===== src/design/clk_backup_pkg.sv =====
package clk_backup_pkg;

  // core clock
  localparam int CLK_MHZ = 100;

  // register indices on the plain port bus
  localparam logic [7:0] ADDR_SLOW_SEL  = 8'h00;
  localparam logic [7:0] ADDR_BACKUP    = 8'h01;
  localparam logic [7:0] ADDR_FREQ_CTRL = 8'h02;
  localparam logic [7:0] ADDR_WAKE_TIME = 8'h03;
  localparam logic [7:0] ADDR_FAST_OUT  = 8'h04;

  // field positions
  localparam int BIT_BACKUP_SWITCH = 0;
  localparam int BIT_BACKUP_STATUS = 1;
  localparam int BIT_FAST_ENABLE   = 0;
  localparam int BIT_FAST_READY    = 1;
  localparam int BIT_WAKE_SELECT   = 0;
  localparam int BIT_DIV_OUT_EN    = 0;
  localparam int POS_DIV_SEL       = 1;

  // slow source select encodings
  localparam logic [1:0] SEL_RC      = 2'h0;
  localparam logic [1:0] SEL_CRYSTAL = 2'h1;
  localparam logic [1:0] SEL_EXT     = 2'h3;

  // reset values
  localparam logic [1:0] RST_SLOW_SEL = 2'h0;
  localparam logic [0:0] RST_FAST_EN  = 1'h0;
  localparam logic [0:0] RST_WAKE     = 1'h0;
  localparam logic [2:0] RST_FAST_OUT = 3'h0;

  // counts of source clock edges
  localparam logic [9:0]  RC_POWERUP_COUNT = 10'h200;
  localparam logic [9:0]  RC_WAKEUP_COUNT  = 10'h00a;
  localparam logic [13:0] XTAL_STAB_COUNT  = 14'h2000;

  // pll multipliers
  localparam logic [9:0] PLL_MULT_16M = 10'h1e8;
  localparam logic [9:0] PLL_MULT_24M = 10'h2dc;

  // times in their own units and the derived cycle counts
  localparam int XTAL_STOP_TIME_US   = 8000;
  localparam int PLL_EARLY_TIME_US   = 30;
  localparam int PLL_STABLE_TIME_NS  = 2500000;
  localparam int XTAL_START_TIME_MS  = 500;
  localparam logic [19:0] XTAL_STOP_CYC   = 20'(XTAL_STOP_TIME_US * CLK_MHZ);
  localparam logic [17:0] PLL_EARLY_CYC   = 18'(PLL_EARLY_TIME_US * CLK_MHZ);
  localparam logic [17:0] PLL_STABLE_CYC  = 18'((PLL_STABLE_TIME_NS / 1000) * CLK_MHZ);
  localparam logic [25:0] XTAL_START_CYC  = 26'(XTAL_START_TIME_MS * 1000 * CLK_MHZ);

  typedef enum logic [2:0] {
    BK_RC    = 3'b000,
    BK_START = 3'b001,
    BK_STAB  = 3'b010,
    BK_READY = 3'b011,
    BK_XTAL  = 3'b100,
    BK_FAIL  = 3'b101,
    BK_STOP  = 3'b110
  } backup_state_type;

endpackage


===== src/design/slow_clock_backup.sv =====
// How it works
// - power-up: RC source, 512 RC counts then run
// - deep-stop exit: 10 RC counts then run
// - system clock defaults to slow RC
// - two-bit select: RC, crystal, external
// - encodings 00, 01, 11; 00 returns to RC
// - crystal selected: crystal pin port config ignored
// - crystal monitored; stop switches to RC
// - crystal halted in STOP and deep-STOP
// - backup on select, stop exit, stop detect
// - failure flagged on stall, about 8 ms
// - RC supplied until crystal stabilizes
// - start time plus 8192 counts, then interrupt
// - software release routes crystal to slow clock
// - backup switch bit: set by hardware, write-one
// - only power-on reset clears select and crystal
// - deep-stop exit restarts crystal, backup mode
// - interrupt on failure and on recovery
// - external clock like crystal, input enable ignored
// - pll multiplies by 488 or 732
// - fast clock only after pll count completes
// - pll stopped in halt-fast, STOP, deep-STOP
// - early wake supplies fast clock after 30 us
// - wake select bit 0: stable or early start
// - divided fast clock on a port
//
// Decided for this implementation: the plain strobed port and the register addresses.
`timescale 1ns/1ps
`default_nettype none
module slow_clock_backup
  import clk_backup_pkg::*;
#(
  parameter logic [25:0] XTAL_START_CYCLES = XTAL_START_CYC,
  parameter logic [19:0] XTAL_STOP_CYCLES  = XTAL_STOP_CYC,
  parameter logic [17:0] PLL_STABLE_CYCLES = PLL_STABLE_CYC
) (
  input  wire logic       i_core_clk,
  input  wire logic       i_rstn,
  input  wire logic       i_other_reset,
  input  wire logic [7:0] i_addr,
  input  wire logic [7:0] i_wdata,
  input  wire logic       i_wr,
  input  wire logic       i_rd,
  output logic      [7:0] o_rdata,
  input  wire logic       i_rc_clk,
  input  wire logic       i_crystal_input_pin,
  input  wire logic       i_pll_clk,
  input  wire logic       i_pll_24mhz_option,
  input  wire logic       i_stop_mode,
  input  wire logic       i_deep_stop_mode,
  input  wire logic       i_halt_fast_mode,
  input  wire logic [1:0] i_crystal_pin_port_config,
  input  wire logic       i_crystal_in_port_input_en,
  output logic      [1:0] o_crystal_pin_port_config,
  output logic            o_crystal_in_port_input_en,
  output logic            o_crystal_osc_enable,
  output logic            o_slow_clock_out,
  output logic            o_slow_src_is_rc,
  output logic            o_cpu_run,
  output logic            o_clock_backup_irq,
  output logic            o_pll_enable,
  output logic      [9:0] o_pll_multiplier,
  output logic            o_fast_clock_out,
  output logic            o_divided_fast_clock_pin
);

  logic [2:0] rc_sync_q;
  logic [2:0] xt_sync_q;
  logic [2:0] pll_sync_q;
  logic [1:0] opt_sync_q;
  logic       rc_rise;
  logic       xt_rise;
  logic       pll_rise;
  logic       stop_any;
  logic       stop_any_q;
  logic       stop_exit;

  // sources cross from outside: two flops, then a third for edges
  always_ff @(posedge i_core_clk or negedge i_rstn)
  begin
    if (!i_rstn)
    begin
      rc_sync_q  <= 3'h0;
      xt_sync_q  <= 3'h0;
      pll_sync_q <= 3'h0;
      opt_sync_q <= 2'h0;
    end
    else
    begin
      rc_sync_q  <= {rc_sync_q[1:0], i_rc_clk};
      xt_sync_q  <= {xt_sync_q[1:0], i_crystal_input_pin};
      pll_sync_q <= {pll_sync_q[1:0], i_pll_clk};
      opt_sync_q <= {opt_sync_q[0], i_pll_24mhz_option};
    end
  end

  assign rc_rise  = rc_sync_q[1] & ~rc_sync_q[2];
  assign xt_rise  = xt_sync_q[1] & ~xt_sync_q[2];
  assign pll_rise = pll_sync_q[1] & ~pll_sync_q[2];
  assign stop_any = i_stop_mode | i_deep_stop_mode;

  always_ff @(posedge i_core_clk or negedge i_rstn)
  begin
    if (!i_rstn)
      stop_any_q <= 1'b0;
    else
      stop_any_q <= stop_any;
  end

  assign stop_exit = stop_any_q & ~stop_any;

  // register writes
  logic [1:0]       slow_sel_q;
  logic             fast_en_q;
  logic             wake_sel_q;
  logic [2:0]       fast_out_q;
  backup_state_type bk_q;
  logic             sel_xtal;
  logic             sel_write;
  logic             release_write;

  assign sel_write     = i_wr && (i_addr == ADDR_SLOW_SEL);
  assign release_write = i_wr && (i_addr == ADDR_BACKUP) && i_wdata[BIT_BACKUP_SWITCH];
  assign sel_xtal      = (slow_sel_q == SEL_CRYSTAL) || (slow_sel_q == SEL_EXT);

  // select survives every reset but power-on
  always_ff @(posedge i_core_clk or negedge i_rstn)
  begin
    if (!i_rstn)
      slow_sel_q <= RST_SLOW_SEL;
    else if (sel_write)
    begin
      if (i_wdata[1:0] == SEL_CRYSTAL || i_wdata[1:0] == SEL_EXT || i_wdata[1:0] == SEL_RC)
        slow_sel_q <= i_wdata[1:0];
    end
  end

  always_ff @(posedge i_core_clk or negedge i_rstn)
  begin
    if (!i_rstn)
    begin
      fast_en_q  <= RST_FAST_EN;
      wake_sel_q <= RST_WAKE;
      fast_out_q <= RST_FAST_OUT;
    end
    else if (i_other_reset)
    begin
      fast_en_q  <= RST_FAST_EN;
      wake_sel_q <= RST_WAKE;
      fast_out_q <= RST_FAST_OUT;
    end
    else if (i_wr)
    begin
      if (i_addr == ADDR_FREQ_CTRL)
        fast_en_q <= i_wdata[BIT_FAST_ENABLE];
      if (i_addr == ADDR_WAKE_TIME)
        wake_sel_q <= i_wdata[BIT_WAKE_SELECT];
      if (i_addr == ADDR_FAST_OUT)
        fast_out_q <= i_wdata[2:0];
    end
  end

  // crystal stall detector: core cycles since last crystal edge
  logic [19:0] stall_cnt_q;
  logic        stall;

  always_ff @(posedge i_core_clk or negedge i_rstn)
  begin
    if (!i_rstn)
      stall_cnt_q <= 20'h0;
    else if (xt_rise || !(bk_q == BK_XTAL || bk_q == BK_STAB))
      stall_cnt_q <= 20'h0;
    else if (!stall)
      stall_cnt_q <= stall_cnt_q + 20'h1;
  end

  assign stall = (stall_cnt_q == XTAL_STOP_CYCLES);

  // backup sequencer
  logic [25:0] start_cnt_q;
  logic [13:0] stab_cnt_q;
  logic        stab_done;
  logic        irq_q;
  logic        status_q;

  assign stab_done = xt_rise && (stab_cnt_q == XTAL_STAB_COUNT - 14'h1);

  always_ff @(posedge i_core_clk or negedge i_rstn)
  begin
    if (!i_rstn)
      bk_q <= BK_RC;
    else if (sel_write && i_wdata[1:0] == SEL_RC)
      bk_q <= BK_RC;
    else if (sel_write && (i_wdata[1:0] == SEL_CRYSTAL || i_wdata[1:0] == SEL_EXT) && !sel_xtal)
      bk_q <= BK_START;
    else if (sel_xtal && stop_any)
      bk_q <= BK_STOP;
    else
    begin
      case (bk_q)
        BK_RC:
          bk_q <= BK_RC;
        BK_START:
          if (start_cnt_q == XTAL_START_CYCLES)
            bk_q <= BK_STAB;
        BK_STAB:
          if (stab_done)
            bk_q <= BK_READY;
        BK_READY:
          if (release_write)
            bk_q <= BK_XTAL;
        BK_XTAL:
          if (stall)
            bk_q <= BK_FAIL;
        BK_FAIL:
          if (stab_done)
            bk_q <= BK_READY;
        BK_STOP:
          if (stop_exit)
            bk_q <= BK_START;
        default:
          bk_q <= BK_RC;
      endcase
    end
  end

  // start time in core cycles, stabilization in crystal edges
  always_ff @(posedge i_core_clk or negedge i_rstn)
  begin
    if (!i_rstn)
      start_cnt_q <= 26'h0;
    else if (bk_q == BK_START)
      start_cnt_q <= start_cnt_q + 26'h1;
    else
      start_cnt_q <= 26'h0;
  end

  always_ff @(posedge i_core_clk or negedge i_rstn)
  begin
    if (!i_rstn)
      stab_cnt_q <= 14'h0;
    else if (!(bk_q == BK_STAB || bk_q == BK_FAIL) || stall)
      stab_cnt_q <= 14'h0;
    else if (stab_done)
      stab_cnt_q <= 14'h0;
    else if (xt_rise)
      stab_cnt_q <= stab_cnt_q + 14'h1;
  end

  // interrupt pulse on stabilization, recovery and failure
  always_ff @(posedge i_core_clk or negedge i_rstn)
  begin
    if (!i_rstn)
      irq_q <= 1'b0;
    else
      irq_q <= ((bk_q == BK_STAB || bk_q == BK_FAIL) && stab_done && !stop_any && !sel_write)
               || (bk_q == BK_XTAL && stall && !stop_any && !sel_write);
  end

  // status: 1 while crystal stopped, starting, or in stop mode
  always_ff @(posedge i_core_clk or negedge i_rstn)
  begin
    if (!i_rstn)
      status_q <= 1'b0;
    else if (sel_write && (i_wdata[1:0] == SEL_CRYSTAL || i_wdata[1:0] == SEL_EXT) && !sel_xtal)
      status_q <= 1'b1;
    else if ((sel_xtal && stop_any) || (bk_q == BK_XTAL && stall))
      status_q <= 1'b1;
    else if (stab_done && (bk_q == BK_STAB || bk_q == BK_FAIL))
      status_q <= 1'b0;
    else if (sel_write && i_wdata[1:0] == SEL_RC)
      status_q <= 1'b0;
  end

  // slow clock: rc until released onto the crystal
  logic [9:0] warm_cnt_q;
  logic       run_q;
  logic       use_xtal;
  logic       slow_q;

  assign use_xtal = (bk_q == BK_XTAL);

  always_ff @(posedge i_core_clk or negedge i_rstn)
  begin
    if (!i_rstn)
    begin
      warm_cnt_q <= RC_POWERUP_COUNT;
      run_q      <= 1'b0;
    end
    else if (stop_any)
    begin
      warm_cnt_q <= RC_WAKEUP_COUNT;
      run_q      <= 1'b0;
    end
    else if (!run_q && rc_rise)
    begin
      if (warm_cnt_q == 10'h1)
        run_q <= 1'b1;
      warm_cnt_q <= warm_cnt_q - 10'h1;
    end
  end

  always_ff @(posedge i_core_clk or negedge i_rstn)
  begin
    if (!i_rstn)
      slow_q <= 1'b0;
    else if (!run_q)
      slow_q <= 1'b0;
    else
      slow_q <= use_xtal ? xt_sync_q[1] : rc_sync_q[1];
  end

  // pll control
  logic [17:0] pll_cnt_q;
  logic        pll_on;
  logic        fast_ok;
  logic        fast_q;
  logic [3:0]  div_q;
  logic        div_out_q;

  assign pll_on  = fast_en_q && !stop_any && !i_halt_fast_mode;

  always_ff @(posedge i_core_clk or negedge i_rstn)
  begin
    if (!i_rstn)
      pll_cnt_q <= 18'h0;
    else if (!pll_on)
      pll_cnt_q <= 18'h0;
    else if (!fast_ok)
      pll_cnt_q <= pll_cnt_q + 18'h1;
  end

  assign fast_ok = pll_on && (pll_cnt_q >= (wake_sel_q ? PLL_EARLY_CYC : PLL_STABLE_CYCLES));

  always_ff @(posedge i_core_clk or negedge i_rstn)
  begin
    if (!i_rstn)
      fast_q <= 1'b0;
    else
      fast_q <= fast_ok & pll_sync_q[1];
  end

  // divider counts pll edges; output is 1/2, 1/4, 1/8 or 1/16
  always_ff @(posedge i_core_clk or negedge i_rstn)
  begin
    if (!i_rstn)
      div_q <= 4'h0;
    else if (!fast_ok)
      div_q <= 4'h0;
    else if (pll_rise)
      div_q <= div_q + 4'h1;
  end

  always_ff @(posedge i_core_clk or negedge i_rstn)
  begin
    if (!i_rstn)
      div_out_q <= 1'b0;
    else
      div_out_q <= fast_out_q[BIT_DIV_OUT_EN] & div_q[fast_out_q[POS_DIV_SEL +: 2]];
  end

  // read port: data one cycle after the strobe
  always_ff @(posedge i_core_clk or negedge i_rstn)
  begin
    if (!i_rstn)
      o_rdata <= 8'h00;
    else if (i_rd)
    begin
      case (i_addr)
        ADDR_SLOW_SEL:  o_rdata <= {6'h00, slow_sel_q};
        ADDR_BACKUP:    o_rdata <= {6'h00, status_q, (sel_xtal && !use_xtal)};
        ADDR_FREQ_CTRL: o_rdata <= {6'h00, fast_ok, fast_en_q};
        ADDR_WAKE_TIME: o_rdata <= {7'h00, wake_sel_q};
        ADDR_FAST_OUT:  o_rdata <= {5'h00, fast_out_q};
        default:        o_rdata <= 8'h00;
      endcase
    end
    else
      o_rdata <= 8'h00;
  end

  // crystal pins are kept out of port control while in use
  assign o_crystal_pin_port_config  = sel_xtal ? 2'h0 : i_crystal_pin_port_config;
  assign o_crystal_in_port_input_en = sel_xtal ? 1'b0 : i_crystal_in_port_input_en;
  assign o_crystal_osc_enable       = sel_xtal && (bk_q != BK_STOP) && !stop_any;
  assign o_slow_clock_out           = slow_q;
  assign o_slow_src_is_rc           = !use_xtal;
  assign o_cpu_run                  = run_q;
  assign o_clock_backup_irq         = irq_q;
  assign o_pll_enable               = pll_on;
  assign o_pll_multiplier           = opt_sync_q[1] ? PLL_MULT_24M : PLL_MULT_16M;
  assign o_fast_clock_out           = fast_q;
  assign o_divided_fast_clock_pin   = div_out_q;
endmodule // slow_clock_backup
`default_nettype wire


===== config.mk =====
export PLATFORM = sky130hd
export DESIGN_NAME = slow_clock_backup
export DESIGN_NICKNAME = d
export VERILOG_FILES = /design/src/design/clk_backup_pkg.sv /design/src/design/slow_clock_backup.sv
export SDC_FILE = /design/constraint.sdc
export NUM_CORES = 1
export LEC_CHECK = 0
export BUFFER_PORTS_ARGS = -buffer_cell sky130_fd_sc_hd__buf_4
export CORE_ASPECT_RATIO = 0.9
export CORE_UTILIZATION = 55
export CTS_CLUSTER_DIAMETER = 80
export DETAILED_ROUTE_END_ITERATION = 10
export HOLD_SLACK_MARGIN = 0.12
export MAX_ROUTING_LAYER = met4
export PLACE_DENSITY = 0.85
export SLEW_MARGIN = 20
export SYNTH_ARGS = -nofsm -noshare
export SYNTH_HDL_FRONTEND = slang
export SYNTH_SLANG_ARGS = --single-unit

===== constraint.sdc =====
create_clock -name i_core_clk -period 3 [get_ports i_core_clk]
set_input_delay 0.15 -clock i_core_clk [delete_from_list [all_inputs] [get_ports i_core_clk]]
set_output_delay 0.15 -clock i_core_clk [all_outputs]
set_load 0.02 [all_outputs]

## Yosys cells after proc, flatten, opt, wreduce, memory -nomap -nowiden

Index checks and enable logic that the tools add are counted.
Widths: inputs -> output; s select.

- Add/subtract/negate cells: 6
- $lt $le $gt $ge: 2
- Equality and inequality tests: 27
- Multiplexer cells: 47
- Bitwise logic cells: 11
- Reduce and logical (&&, ||, !) cells: 55

Operator list:

| cell | count |
|---|---|
| $mux 18 | 3 |
| $mux 14 | 3 |
| $mux 20 | 2 |
| $mux 3 | 12 |
| $mux 10 | 3 |
| $pmux 3 s5 | 2 |
| $add 26x1->26 const B | 1 |
| $eq 26x26->1 const B | 1 |
| $mux 26 | 1 |
| $logic_and 1x1->1 | 21 |
| $add 20x1->20 const B | 1 |
| $eq 20x20->1 const B | 1 |
| $add 18x1->18 const B | 1 |
| $ge 18x18->1 | 1 |
| $mux 1 | 17 |
| $eq 8x2->1 const B | 2 |
| $add 14x1->14 const B | 1 |
| $eq 14x13->1 const B | 1 |
| $reduce_bool 2->1 | 6 |
| $eq 10x1->1 const B | 1 |
| $ne 5x2->1 const B | 2 |
| $ne 5x5->1 const B | 2 |
| $reduce_and 2->1 | 5 |
| $sub 10x1->10 const B | 1 |
| 27 further kinds | 57 |

- Register bits: 123
- Output and inout bits: 29
- Logic and storage cells: 171

## Depth between registers and ports, before layout

Gate-level depths: netlist (run 1).

- Depth after elaboration: 8
- Depth in mapped cells: 9

## Worst setup path after synthesis (run 1)

OpenSTA, ideal clock, no wires.

- Path type: reg2reg
- Start: reg wake_sel_q
- End: reg pll_cnt_q[17]
- Arrival time: 2.501 ns
- Required time: 2.918 ns
- Path slack: 0.417 ns
- Stages on the path, launching flop included: 9
- Period minus slack after synthesis: 2.583 ns
- Cell sequence: dfrtp_1 -> inv_1 -> ha_1 -> a21o_1 -> a211o_1 -> a221oi_4 -> nand4_2 -> or4_1 -> a21oi_1

- Cells in the longest elaborated chain, start to end: 4

RTL lines:

| element | line | RTL |
|---|---|---|
| start, declared | slow_clock_backup.sv:115 | `logic wake_sel_q;` |
| start signal, assigned | slow_clock_backup.sv:157 | `wake_sel_q <= i_wdata[BIT_WAKE_SELECT];` |
| $mux 18 | slow_clock_backup.sv:333 | `assign fast_ok = pll_on && (pll_cnt_q >= (wake_sel_q ? PLL_EARLY_CYC : PLL_STABLE_CYCLES));` |
| $ge 18x18->1 | slow_clock_backup.sv:333 |  |
| $logic_and 1x1->1 | slow_clock_backup.sv:333 |  |
| $ne 2x2->1 (no line) | n/a |  |
| end signal, assigned | slow_clock_backup.sv:330 | `pll_cnt_q <= pll_cnt_q + 18'h1;` |
| end, declared | slow_clock_backup.sv:314 | `logic [17:0] pll_cnt_q;` |

No other way between the ends.
A chain may end at the register's enable or synchronous reset.

## Worst setup path after layout (run 1)

- Start: reg wake_sel_q
- End: reg pll_cnt_q[13]

The elaborated chain is that of the path after synthesis.

==> results of run 1 <==
where the power goes:
part | switching, W | total (W) | internal [W] | leakage [nW]
sequential | 0.0000307 | 0.00171 | 0.00168 | 1.66
clock | 0.000725 | 0.00204 | 0.00132 | 0.284
combinational | 0.000174 | 0.000275 | 0.000101 | 1.39
what timing repair did:
item                                    4_1_cts  5_1_grt
setup buffers                                 0        0
endpoints found under the hold margin        67        0
hold buffers                                 18        0
endpoints found under the setup margin        0        0
metal layers:
metal	GRT usage [%]	vias to the layer above	share of wire (%)
met4	12.0	0	2.3
li1	-	2433	-
met3	5.92	35	4.7
met5	-	-	0
met2	39.8	150	51
met1	29.9	2531	42
through the flow:
stage | util [%] | setup WS, ns
floorplan | - | 0.417
global placement | 60.1 | 0.396
detailed placement | 60.1 | 0.310
CTS | 66.8 | 0.281
global route | 66.8 | 0.114
finish | 66.8 | 0.281
registers in the layout, indices dropped and copies added (netlist names), 4 cells and up:
register	cells
start_cnt_q	26
stab_cnt_q	14
div_q	4
warm_cnt_q	10
stall_cnt_q	20
pll_cnt_q	18
tightest hold or removal path: cells and delay by family:
| family | cells | cell delay (ns) |
|---|---|---|
| and+or+nand+nor | 2 | 0.17 |
| AOI/OAI and AO/OA | 1 | 0.06 |
| buffers and inverters | 1 | 0.13 |
area by class of cell:
class	instances	share of cell area, %
Clock buffer	19	5.80
Clock inverter	13	1.96
Inverter	21	1.03
Multi-Input combinational cell	500	40.9
Sequential cell	123	40.3
Tap cell	156	2.55
Timing Repair Buffer	68	7.43
placed cells by master, fill, tap and decap left out, drive strengths merged, types with 17 or more instances in the layout:
cell         instances
dfrtp              122
nor2               104
xor2                53
nand2               52
buf                 50
nand3               34
nand4               27
a21oi               22
inv                 21
and3                20
ha                  20
clkbuf              19
dlygate4sd3         18
xnor2               17
final timing paths:
| kind | to | slack (ns) | depth (start not counted) |
|---|---|---|---|
| min in group asynchronous | warm_cnt_q[8] | 0.33 | 2 |
| worst max-delay path | pll_cnt_q[13] | 0.28 | 8 |
| max in group asynchronous | pll_cnt_q[4] | 1.85 | 3 |
| worst min register to register | opt_sync_q[1] | 0.35 | 0 |
| worst min-delay path | o_rdata[1] | 0.14 | 4 |
| worst max register to register | pll_cnt_q[13] | 0.28 | 8 |
cells by family after synthesis:
group                      count (synthesis)
other                                      2
xor gates and xnor gates                  70
buffers and inverters                     53
and+or+nand+nor                          318
AOI/OAI and AO/OA                         71
DFF                                      123
muxes                                     11
adders and majority gates                 20
==> impl_table.tex, run 1 <==
\begin{tabular}{lr}
\hline
Metric & Value \\
\hline
\multicolumn{2}{l}{\textbf{Floorplan}} \\
Site Rows & 37 \\
I/O Pins & 60 \\
Area inside the core boundary & 11,400 µm² \\
Die Outline Area & 12,100 µm² \\
Die boundary width & 116 µm \\
Starting density of the core & 56.3\% \\
Y dimension of the die & 105 µm \\
\multicolumn{2}{l}{\textbf{Finish}} \\
Layout Cell Area excl Fill & 7640 µm² \\
Number of standard cells in the layout, taps in and fillers out & 900 \\
Count of filler cells inserted in the layout & 868 \\
Post-layout net count & 782 \\
Area taken by multi-input logic gates & 3130 µm² \\
Growth of design area from synthesis to finish & 18.7\% \\
Share of layout cells above drive strength 1 & 12.2\% \\
Sequential cell area & 3080 µm² \\
Count of antenna diodes in the layout & 0 \\
\multicolumn{2}{l}{\textbf{STA}} \\
Count of pins over their slew limit & 0 \\
WHS & 0.137 ns \\
Hold Vio Cnt, Final & 0 \\
Setup repair after global routing missed its margin & false \\
Setup Total Neg Slack & 0 ns \\
Fmax & 368 MHz \\
\# setup viols final & 0 \\
Shortest period the worst path allows & 2.72 ns \\
Slew at the pin closest to its max-slew limit & 0.861 ns \\
Period Utilization, post-route & 90.6\% \\
Final Skew & 0.00706 ns \\
Slew headroom & 42.5\% \\
\multicolumn{2}{l}{\textbf{Worst setup path}} \\
Sequence of cells on the critical path & buf\_4 > ha\_1 > a21o\_1 > a21o\_1 > a221oi\_4 > nand4\_2 > or4\_1 > a21oi\_1 \\
CP max stage cell & sky130\_fd\_sc\_hd\_\_or4\_1 \\
Start-to-end type of the worst setup path & reg -> reg \\
Largest fanout of any net on the critical path & 10 \\
Worst path arrival time & 3.06 ns \\
Buffers plus inverters on the worst setup path & 1 \\
Kind of start point of the critical path & register \\
Dominant cell type by count on the critical path & sky130\_fd\_sc\_hd\_\_a21o\_1 \\
Type of destination of the critical path & register \\
Source of the critical timing path & wake\_sel\_q \\
CP max stage delay & 0.58 ns \\
Crit path required time & 3.34 ns \\
Crit path max-delay family & compound AO/OA/AOI/OAI gates \\
Beginning of the worst register-to-register path & wake\_sel\_q \\
\multicolumn{2}{l}{\textbf{Clock tree}} \\
Inserted Clock Buffers & 17 \\
H-tree depth & 4 \\
Clock Tree Root & sky130\_fd\_sc\_hd\_\_clkbuf\_16 \\
Maximum number of buffers from clock root to sink & 2 \\
Clock latency on the worst-skew pair & 0.41 ns \\
CTS sink count & 123 \\
Clock transition at the register clock pins on the worst setup and hold paths after CTS & 0.06 ns \\
CTS-repair resized insts & 0 \\
CTS tree & yes \\
\multicolumn{2}{l}{\textbf{Detailed routing}} \\
Iteration-0 DRC count of the detailed router & 324 \\
Drt pass-1 iters & 5 \\
Residual antenna-violating net count after detailed routing & 0 \\
Overall routed net length & 13,800 µm \\
Number of vias per cell after detailed routing & 5.72 \\
DRC errors left & 0 \\
Vias after detailed routing & 5,149 \\
Wirelength per Cell & 15.3 µm \\
\multicolumn{2}{l}{\textbf{Yosys}} \\
Post-synthesis sequential area ratio & 47.8\% \\
Simple-gate portion of the synthesized area & 25.4\% \\
Count of distinct cell types in the synthesized netlist & 55 \\
Number of synthesized register bits & 123 \\
Commonest cells post-synth & sky130\_fd\_sc\_hd\_\_dfrtp\_1 (122), sky130\_fd\_sc\_hd\_\_nor2\_1 (104), sky130\_fd\_sc\_hd\_\_xor2\_1 (53), sky130\_fd\_sc\_hd\_\_nand2\_1 (51), sky130\_fd\_sc\_hd\_\_nand3\_1 (34) \\
Share of cell area taken by muxes after synthesis & 1.94\% \\
Library cell with the highest instance count after synthesis & sky130\_fd\_sc\_hd\_\_dfrtp\_1 \\
Avg Cell Area, Syn & 9.63 µm² \\
Synth top area cells & sky130\_fd\_sc\_hd\_\_dfrtp\_1 (47\%), sky130\_fd\_sc\_hd\_\_xor2\_1 (7.2\%), sky130\_fd\_sc\_hd\_\_nor2\_1 (6.1\%), sky130\_fd\_sc\_hd\_\_ha\_1 (3.9\%), sky130\_fd\_sc\_hd\_\_nand2\_1 (3.0\%) \\
Post-synth top area cell & sky130\_fd\_sc\_hd\_\_dfrtp\_1 \\
Post-synth ARST share & 100\% \\
Number of synthesized flops with an enable pin & 0 \\
Largest family of logic cells by synthesized area & simple AND/OR/NAND/NOR gates \\
Yosys warning count & 0 \\
Synthesized area & 6440 µm² \\
Gate Count Post-Synth & 668 \\
Synth Area in Adders & 3.89\% \\
Most used flip-flop cell after synthesis & sky130\_fd\_sc\_hd\_\_dfrtp\_1 \\
Portion of synthesized cell area occupied by the leading cell type & 47.4\% \\
Fraction of the mapped netlist area in compound gates & 7.19\% \\
Post-Synth XOR/XNOR Area & 9.53\% \\
\multicolumn{2}{l}{\textbf{Placed design}} \\
Cells after DPL & 850 \\
Routability Congestion & 0.880 \\
Detailed placer's ending HPWL & 9310 µm \\
Area after DPL & 6870 µm² \\
Number of port buffers & 44 \\
\multicolumn{2}{l}{\textbf{Worst hold path}} \\
Hold crit path type & in -> reg \\
Worst min-delay path startpoint & i\_addr[1] \\
\multicolumn{2}{l}{\textbf{Pwr}} \\
Overall power after layout & 0.00403 W \\
Total power per unit cell area & 527 nW/µm² \\
Peak supply drop & 572 µV \\
Pleak & 3.33 nW \\
\multicolumn{2}{l}{\textbf{GRT}} \\
Number of antenna violations at the first check in global routing & 0 \\
Global-route wire length before repair & 23,100 µm \\
Via count of the first global-routing pass & 5,110 \\
Remaining global-route overflow & 0 \\
Total routing resource utilization after global routing & 25.1\% \\
Largest net degree at the start of global routing & 72 \\
\multicolumn{2}{l}{\textbf{Flow run}} \\
Max-capacitance violation count & 0 \\
\multicolumn{2}{l}{\textbf{Run status}} \\
Outcome & completed \\
\hline
\end{tabular}
Note: power is estimated with default switching activity, not from simulation.
==> run 2: changes to the inputs <==
ABC_AREA = 1   (was default)
PLACE_DENSITY = 0.84   (was 0.85)
==> run 2 against run 1 <==
Setup slack got worse by 0.053 ns. Sequential share of layout area decreased by 3.7 points. Clock skew hardly changed. Hold slack better by 0.0051 ns. Total power grew 9.9%. Critical path type unchanged. Largest cell class unchanged.
==> impl_table.tex, run 2 <==
\begin{tabular}{lr}
\hline
Metric & Value \\
\hline
\multicolumn{2}{l}{\textbf{Run status}} \\
Outcome & completed \\
\multicolumn{2}{l}{\textbf{Detailed routing}} \\
Wirelength per Cell & 13.7 µm (-10\%) \\
Iteration-0 DRC count of the detailed router & 580 (+79\%) \\
Vias after detailed routing & 6,335 (+23\%) \\
Drt pass-1 iters & 5 (unchanged) \\
DRC errors left & 0 (unchanged) \\
Residual antenna-violating net count after detailed routing & 0 (unchanged) \\
Number of vias per cell after detailed routing & 5.37 (-6.1\%) \\
Overall routed net length & 16,200 µm (+18\%) \\
\multicolumn{2}{l}{\textbf{Clock tree}} \\
Clock transition at the register clock pins on the worst setup and hold paths after CTS & 0.06 ns (about the same) \\
Inserted Clock Buffers & 17 (unchanged) \\
H-tree depth & 4 (unchanged) \\
Maximum number of buffers from clock root to sink & 2 (unchanged) \\
CTS sink count & 123 (unchanged) \\
CTS tree & yes \\
Number of buffers inserted to repair setup after CTS & 0 (unchanged) \\
Clock Tree Root & sky130\_fd\_sc\_hd\_\_clkbuf\_16 \\
Clock latency on the worst-skew pair & 0.42 ns (about the same) \\
\multicolumn{2}{l}{\textbf{Yosys}} \\
Gate Count Post-Synth & 933 (+40\%) \\
Most used flip-flop cell after synthesis & sky130\_fd\_sc\_hd\_\_dfrtp\_1 \\
Yosys warning count & 0 (unchanged) \\
Library cell with the highest instance count after synthesis & sky130\_fd\_sc\_hd\_\_nand2\_1 \\
Post-synth top area cell & sky130\_fd\_sc\_hd\_\_dfrtp\_1 \\
Commonest cells post-synth & sky130\_fd\_sc\_hd\_\_nand2\_1 (189), sky130\_fd\_sc\_hd\_\_dfrtp\_1 (122), sky130\_fd\_sc\_hd\_\_nor2\_1 (122), sky130\_fd\_sc\_hd\_\_inv\_1 (112), sky130\_fd\_sc\_hd\_\_nand3\_1 (68) \\
Number of synthesized flops with an enable pin & 0 (unchanged) \\
Count of distinct cell types in the synthesized netlist & 50 (-9.1\%) \\
Avg Cell Area, Syn & 7.71 µm² (-20\%) \\
Post-synth ARST share & 100\% (unchanged) \\
Number of synthesized register bits & 123 (unchanged) \\
Synthesized area & 7200 µm² (+12\%) \\
Portion of synthesized cell area occupied by the leading cell type & 42.4\% (-5.0 points) \\
Post-synthesis sequential area ratio & 42.8\% (-5.1 points) \\
Synth top area cells & sky130\_fd\_sc\_hd\_\_dfrtp\_1 (42\%), sky130\_fd\_sc\_hd\_\_nand2\_1 (9.9\%), sky130\_fd\_sc\_hd\_\_nor2\_1 (6.4\%), sky130\_fd\_sc\_hd\_\_inv\_1 (5.8\%), sky130\_fd\_sc\_hd\_\_nand3\_1 (4.7\%) \\
\multicolumn{2}{l}{\textbf{GRT}} \\
Number of antenna violations at the first check in global routing & 0 (unchanged) \\
Total routing resource utilization after global routing & 27.3\% (+2.2 points) \\
Via count of the first global-routing pass & 6,199 (+21\%) \\
Remaining global-route overflow & 0 (unchanged) \\
Global-route wire length before repair & 28,300 µm (+22\%) \\
Largest net degree at the start of global routing & 77 (+6.9\%) \\
\multicolumn{2}{l}{\textbf{Floorplan}} \\
Die boundary width & 123 µm (+5.6\%) \\
Area inside the core boundary & 12,700 µm² (+11\%) \\
Starting density of the core & 56.5\% (+0.22 points) \\
I/O Pins & 60 (unchanged) \\
Die Outline Area & 13,500 µm² (+12\%) \\
Site Rows & 39 (+5.4\%) \\
Y dimension of the die & 111 µm (+5.6\%) \\
\multicolumn{2}{l}{\textbf{Worst setup path}} \\
Kind of start point of the critical path & register \\
Worst path arrival time & 3.12 ns (+0.06 ns) \\
Dominant cell type by count on the critical path & sky130\_fd\_sc\_hd\_\_nand2\_1 \\
Type of destination of the critical path & register \\
Reg2reg setup slack & 0.23 ns (-0.05 ns) \\
Start-to-end type of the worst setup path & reg -> reg \\
CP max stage cell & sky130\_fd\_sc\_hd\_\_dlygate4sd3\_1 \\
Largest fanout of any net on the critical path & 14 (+4) \\
Sequence of cells on the critical path & inv\_1 > ha\_1 > nand2\_1 > nor3\_2 > o21ai\_1 > nand2\_1 > nand2\_1 > nand3\_2 > buf\_4 > nand3\_1 > a21oi\_1 > dlygate4sd3\_1 \\
Beginning of the worst register-to-register path & wake\_sel\_q \\
CP max stage delay & 0.56 ns (-0.02 ns) \\
Worst reg2reg path endpoint & o\_rdata[1] \\
Worst r2r path cells & 12 (+4) \\
Crit path required time & 3.35 ns (about the same) \\
\multicolumn{2}{l}{\textbf{STA}} \\
Slew headroom & 59.9\% (+17 points) \\
Slew at the pin closest to its max-slew limit & 0.602 ns (-0.259 ns) \\
Fmax & 361 MHz (-1.9\%) \\
Period Utilization, post-route & 92.4\% (+1.8 points) \\
Count of pins over their slew limit & 0 (unchanged) \\
Setup Total Neg Slack & 0 ns (unchanged) \\
Setup repair after global routing missed its margin & false \\
Shortest period the worst path allows & 2.77 ns (+0.0532 ns) \\
WHS & 0.142 ns (+0.00513 ns) \\
\# setup viols final & 0 (unchanged) \\
Hold Vio Cnt, Final & 0 (unchanged) \\
Final Skew & 0.00705 ns (-0.0000195 ns) \\
\multicolumn{2}{l}{\textbf{Worst hold path}} \\
Hold Path Stages & 5 (+1) \\
End point of the most critical hold path & warm\_cnt\_q[9] \\
Hold crit path type & in -> reg \\
Worst min-delay path startpoint & i\_stop\_mode \\
\multicolumn{2}{l}{\textbf{Pwr}} \\
Overall power after layout & 0.00443 W (+9.9\%) \\
Peak supply drop & 438 µV (-23\%) \\
Total power per unit cell area & 527 nW/µm² (about the same) \\
Pleak & 3.80 nW (+14\%) \\
\multicolumn{2}{l}{\textbf{Finish}} \\
Flip-flop count of the largest register, all copies and words added & 26 (unchanged) \\
Layout Cell Area excl Fill & 8410 µm² (+10\%) \\
Largest registers & start\_cnt\_q: 26 flops, stall\_cnt\_q: 20 flops, pll\_cnt\_q: 18 flops \\
Most common library cell in the layout ignoring fill and taps & sky130\_fd\_sc\_hd\_\_nand2\_1 \\
Growth of design area from synthesis to finish & 16.8\% \\
Most frequent cells in the layout & sky130\_fd\_sc\_hd\_\_nand2\_1 (189), sky130\_fd\_sc\_hd\_\_nor2\_1 (122), sky130\_fd\_sc\_hd\_\_dfrtp\_1 (122) \\
Number of standard cells in the layout, taps in and fillers out & 1,179 (+31\%) \\
Share of layout cells above drive strength 1 & 13.9\% (+1.7 points) \\
Post-layout net count & 1,053 (+35\%) \\
Register ranked first by flip-flop count & start\_cnt\_q \\
Count of antenna diodes in the layout & 0 (unchanged) \\
\multicolumn{2}{l}{\textbf{Placed design}} \\
Number of port buffers & 44 (unchanged) \\
Cells after DPL & 1,129 (+33\%) \\
Detailed placer's ending HPWL & 11,200 µm (+20\%) \\
Area after DPL & 7630 µm² (+11\%) \\
Routability Congestion & 0.937 (+6.5\%) \\
\multicolumn{2}{l}{\textbf{Flow run}} \\
Max-capacitance violation count & 0 (unchanged) \\
\hline
\end{tabular}
run 2: cell types whose count changed after synthesis, moves of 26 or more:
cell | previous run | this run
sky130_fd_sc_hd__nand2_1 | 51 | 189
sky130_fd_sc_hd__inv_1 | 21 | 112
sky130_fd_sc_hd__nand3_1 | 34 | 68
sky130_fd_sc_hd__o21ai_0 | 15 | 48
sky130_fd_sc_hd__a21oi_1 | 22 | 53
sky130_fd_sc_hd__xor2_1 | 53 | 27
run 2: worst max-delay path by stage:
stage / slack [ns] / cells after the start / endpoint / from
2_1_floorplan: 1.19 / 12 / pll_cnt_q[0] / wake_sel_q
3_3_place_gp: 0.94 / 11 / pll_cnt_q[17] / wake_sel_q
3_5_place_dp: 0.82 / 11 / pll_cnt_q[5] / wake_sel_q
4_1_cts: 0.29 / 12 / o_rdata[1] / wake_sel_q
5_1_grt: 0.004 / 12 / o_rdata[1] / wake_sel_q
6_report: 0.23 / 12 / o_rdata[1] / wake_sel_q
run 2: area by class of cell:
type | instances | area (µm²)
Fill cell | 1019 | 4330
Tap cell | 164 | 205
Sequential cell | 123 | 3080
Clock buffer | 21 | 450
Multi-Input combinational cell | 667 | 3490
Inverter | 127 | 483
Timing Repair Buffer | 66 | 553
Clock inverter | 11 | 145
run 2: cells by family after synthesis:
kind of cell | after synthesis | share of synthesized area [%]
mux | 1 | 0.139
xor+xnor | 31 | 3.77
fa+ha+maj | 20 | 3.48
compound gates | 128 | 9.77
buf+inv | 151 | 9.13
flops | 123 | 42.8
other cells | 2 | 0.104
simple gates | 477 | 30.8
run 2: metal layers:
| metal | GRT usage, % | up-vias | part of all wire [%] |
|---|---|---|---|
| met3 | 6.35 | 28 | 6.2 |
| met1 | 36.5 | 2954 | 45 |
| li1 | - | 3156 | - |
| met5 | - | - | 0 |
| met4 | 9.19 | 0 | 1.8 |
| met2 | 40.5 | 197 | 47 |
run 2: worst max-delay path, delay by kind of cell (launching register included):
kind / cells / cell delay (ns)
buffers and inverters: 3 / 0.98
AND/OR/NAND/NOR: 6 / 0.59
flip-flops: 1 / 0.52
adder cells (fa/ha/maj): 1 / 0.35
AO/OA/AOI/OAI: 2 / 0.25
run 2: repair_timing:
item                                    CTS  global route
hold endpoints to repair                 64             0
endpoints found under the setup margin    0             0
hold buffers                             18             0
gates resized for setup                   0             0
run 2: power by group:
part	internal, W	leakage, nW	switching, W
clock	0.00132	0.283	0.000744
combinational	0.000192	1.86	0.000414
sequential	0.00170	1.65	0.0000529
total	0.00322	3.80	0.00121
run 2: metrics by stage:
stage / util [%] / worst slack [ns]
floorplan: - / 1.19
global placement: 59.9 / 0.935
detailed placement: 59.9 / 0.824
CTS: 66.0 / 0.286
global route: 66.0 / 0.00415
finish: 66.0 / 0.228
==> run 3: changes to the inputs <==
PLACE_DENSITY = 0.74   (was 0.84)
==> run 3 against run 2 <==
Sequential share of layout area shrank 0.29 points. Largest cell class unchanged. Clock skew is essentially flat. Sequential cell count is the same. Core utilization grew 0.53 points. Clock-buffer cell count is the same. Routed wire length is essentially flat. Register-to-register slack gained 0.07 ns. Global-route usage shrank 0.30 points. Clock power grew 9.7%. Critical path depth is the same.
==> impl_table.tex, run 3 (synthesized netlist as in run 2, its figures left out) <==
\begin{tabular}{lr}
\hline
Metric & Value \\
\hline
\multicolumn{2}{l}{\textbf{Run status}} \\
Outcome & completed \\
\multicolumn{2}{l}{\textbf{Floorplan}} \\
Area inside the core boundary & 12,700 µm² (unchanged) \\
Site Rows & 39 (unchanged) \\
Die Outline Area & 13,500 µm² (unchanged) \\
Starting density of the core & 56.5\% (unchanged) \\
Y dimension of the die & 111 µm (unchanged) \\
I/O Pins & 60 (unchanged) \\
Die boundary width & 123 µm (unchanged) \\
\multicolumn{2}{l}{\textbf{Worst setup path}} \\
Largest fanout of any net on the critical path & 14 (unchanged) \\
CP max stage cell & sky130\_fd\_sc\_hd\_\_dlygate4sd3\_1 \\
Kind of start point of the critical path & register \\
Sequence of cells on the critical path & inv\_1 > ha\_1 > nand2\_1 > nor3\_2 > o21ai\_1 > nand2\_1 > nand2\_1 > nand3\_2 > buf\_4 > nand3\_1 > a21oi\_1 > dlygate4sd3\_1 \\
Crit path required time & 3.35 ns (about the same) \\
Worst path arrival time & 3.06 ns (-0.06 ns) \\
Start-to-end type of the worst setup path & reg -> reg \\
Buffers plus inverters on the worst setup path & 3 (unchanged) \\
Dominant cell type by count on the critical path & sky130\_fd\_sc\_hd\_\_nand2\_1 \\
Crit path max-delay family & buffers and inverters \\
CP max stage delay & 0.57 ns (about the same) \\
Type of destination of the critical path & register \\
\multicolumn{2}{l}{\textbf{STA}} \\
Period Utilization, post-route & 90.1\% (-2.3 points) \\
Fmax & 370 MHz (+2.5\%) \\
Shortest period the worst path allows & 2.70 ns (-0.0688 ns) \\
Final Skew & 0.00667 ns (-0.000379 ns) \\
Setup repair after global routing missed its margin & false \\
Count of pins over their slew limit & 0 (unchanged) \\
Hold Vio Cnt, Final & 0 (unchanged) \\
Slew headroom & 43.0\% (-17 points) \\
Slew at the pin closest to its max-slew limit & 0.855 ns (+0.254 ns) \\
Setup Total Neg Slack & 0 ns (unchanged) \\
Final Worst Setup Slack & 0.297 ns (+0.0688 ns) \\
\# setup viols final & 0 (unchanged) \\
\multicolumn{2}{l}{\textbf{Detailed routing}} \\
DRC errors left & 0 (unchanged) \\
Vias after detailed routing & 6,233 (-1.6\%) \\
Overall routed net length & 16,200 µm (about the same) \\
Drt pass-1 iters & 5 (unchanged) \\
Residual antenna-violating net count after detailed routing & 0 (unchanged) \\
Iteration-0 DRC count of the detailed router & 402 (-31\%) \\
Number of vias per cell after detailed routing & 5.27 (-1.9\%) \\
Wirelength per Cell & 13.7 µm (-0.27\%) \\
\multicolumn{2}{l}{\textbf{Clock tree}} \\
Maximum number of buffers from clock root to sink & 2 (unchanged) \\
CTS tree & yes \\
Clock transition at the register clock pins on the worst setup and hold paths after CTS & 0.06 ns (about the same) \\
Clock Tree Root & sky130\_fd\_sc\_hd\_\_clkbuf\_16 \\
Clock latency on the worst-skew pair & 0.42 ns (about the same) \\
H-tree depth & 4 (unchanged) \\
Number of buffers inserted to repair setup after CTS & 0 (unchanged) \\
CTS sink count & 123 (unchanged) \\
Inserted Clock Buffers & 17 (unchanged) \\
\multicolumn{2}{l}{\textbf{Finish}} \\
Count of filler cells inserted in the layout & 1,066 (+4.6\%) \\
Largest registers & start\_cnt\_q: 26 flops, stall\_cnt\_q: 20 flops, pll\_cnt\_q: 18 flops \\
Register ranked first by flip-flop count & start\_cnt\_q \\
Share of layout cells above drive strength 1 & 14.1\% (+0.25 points) \\
Flip-flop count of the largest register, all copies and words added & 26 (unchanged) \\
Count of antenna diodes in the layout & 0 (unchanged) \\
Post-layout net count & 1,056 (+0.28\%) \\
Most common library cell in the layout ignoring fill and taps & sky130\_fd\_sc\_hd\_\_nand2\_1 \\
Most frequent cells in the layout & sky130\_fd\_sc\_hd\_\_nand2\_1 (189), sky130\_fd\_sc\_hd\_\_nor2\_1 (122), sky130\_fd\_sc\_hd\_\_dfrtp\_1 (122) \\
Growth of design area from synthesis to finish & 17.8\% \\
\multicolumn{2}{l}{\textbf{Placed design}} \\
Detailed placer's ending HPWL & 11,300 µm (+1.3\%) \\
Number of port buffers & 44 (unchanged) \\
Setup slack after placement & 0.858 ns (+0.0343 ns) \\
Routability Congestion & 0.924 (-1.4\%) \\
\multicolumn{2}{l}{\textbf{Flow run}} \\
Max-capacitance violation count & 0 (unchanged) \\
\multicolumn{2}{l}{\textbf{GRT}} \\
Number of antenna violations at the first check in global routing & 0 (unchanged) \\
Total routing resource utilization after global routing & 27.0\% (-0.30 points) \\
Largest net degree at the start of global routing & 68 (-12\%) \\
Via count of the first global-routing pass & 5,864 (-5.4\%) \\
Global-route wire length before repair & 27,700 µm (-2.1\%) \\
Remaining global-route overflow & 0 (unchanged) \\
\multicolumn{2}{l}{\textbf{Pwr}} \\
Internal Dissipation & 0.00341 W (+6.1\%) \\
Total power per unit cell area & 548 nW/µm² (+4.0\%) \\
Sequential power share & 37.8\% (-1.9 points) \\
Switching portion of total power & 26.5\% (-0.81 points) \\
Reported net switching power & 0.00123 W (+1.8\%) \\
Power share of the clock group & 48.9\% (+2.2 points) \\
Logic pwr share & 13.3\% (-0.4 points) \\
Peak supply drop & 486 µV (+11\%) \\
Pleak & 3.84 nW (+1.1\%) \\
\multicolumn{2}{l}{\textbf{Worst hold path}} \\
Hold crit path type & in -> reg \\
\hline
\end{tabular}
-- run 3: changes by cell type in the layout (fill, tap and decap cells not counted), sizes merged --
cell | previous run | this run
bufinv | 3 | 5
inv | 124 | 125
clkinv | 8 | 7
clkinvlp | 3 | 1
dlygate4sd3 | 18 | 19
buf | 48 | 50
-- run 3: cell type report --
cell class,instances,area (µm²),share of cell area (%)
Multi-Input combinational cell,667,3490,41.2
Tap cell,164,205,2.42
Sequential cell,123,3080,36.3
Inverter,127,483,5.70
Clock inverter,11,190,2.24
Timing Repair Buffer,69,566,6.67
Clock buffer,21,460,5.43
-- run 3: metal layers --
| layer | share of wire, % | vias to the layer above | global-route usage, % |
|---|---|---|---|
| li1 | - | 3156 | - |
| met2 | 45 | 139 | 39.3 |
| met3 | 4.7 | 28 | 6.30 |
| met4 | 2.1 | 0 | 9.19 |
| met1 | 49 | 2910 | 36.8 |
| met5 | 0 | - | - |
-- run 3: worst register-to-register path: cells and delay by family, from the launching register on --
kind                       cells  cell delay [ns]
AOI/OAI and AO/OA              2             0.25
adders and majority gates      1             0.34
buffers and inverters          3             0.99
DFF                            1             0.51
and+or+nand+nor                6             0.54
-- run 3: power by group through the flow --
stage / logic (W) / clock network [W] / registers (W)
floorplan: 0.000439 / 0 / 0.00177
global placement: 0.000581 / 0 / 0.00178
detailed placement: 0.000599 / 0 / 0.00178
CTS: 0.000621 / 0.00231 / 0.00176
global route: 0.000688 / 0.00238 / 0.00176
finish: 0.000618 / 0.00227 / 0.00176
-- run 3: worst paths after layout --
check | startpoint | cells after the start | slack (ns) | endpoint
max | wake_sel_q | 12 | 0.30 | o_rdata[1]
min | i_stop_mode | 5 | 0.14 | warm_cnt_q[9]
max reg2reg | wake_sel_q | 12 | 0.30 | o_rdata[1]
min reg2reg | pll_sync_q[0] | 0 | 0.35 | pll_sync_q[1]
max in group asynchronous | i_rstn | 3 | 1.79 | pll_cnt_q[13]
min in group asynchronous | i_rstn | 2 | 0.37 | start_cnt_q[6]
-- run 3: what timing repair did --
item / CTS / global route
resized for setup: 0 / 0
hold endpoints to repair: 80 / 0
hold buffers: 19 / 0
endpoints found under the setup margin: 0 / 0
-- run 3: per-stage QoR --
step	instances	power, W	hold WS (ns)	area (µm²)	util [%]
final	1182	0.00465	0.143	8470	66.5
after global routing	1182	0.00483	0.157	8470	66.5
after CTS	1182	0.00469	0.125	8470	66.5
after detailed placement	1131	0.00238	0.260	7630	59.9
after global placement	1131	0.00236	0.260	7630	59.9
after floorplan	941	0.00221	-0.146	7230	-
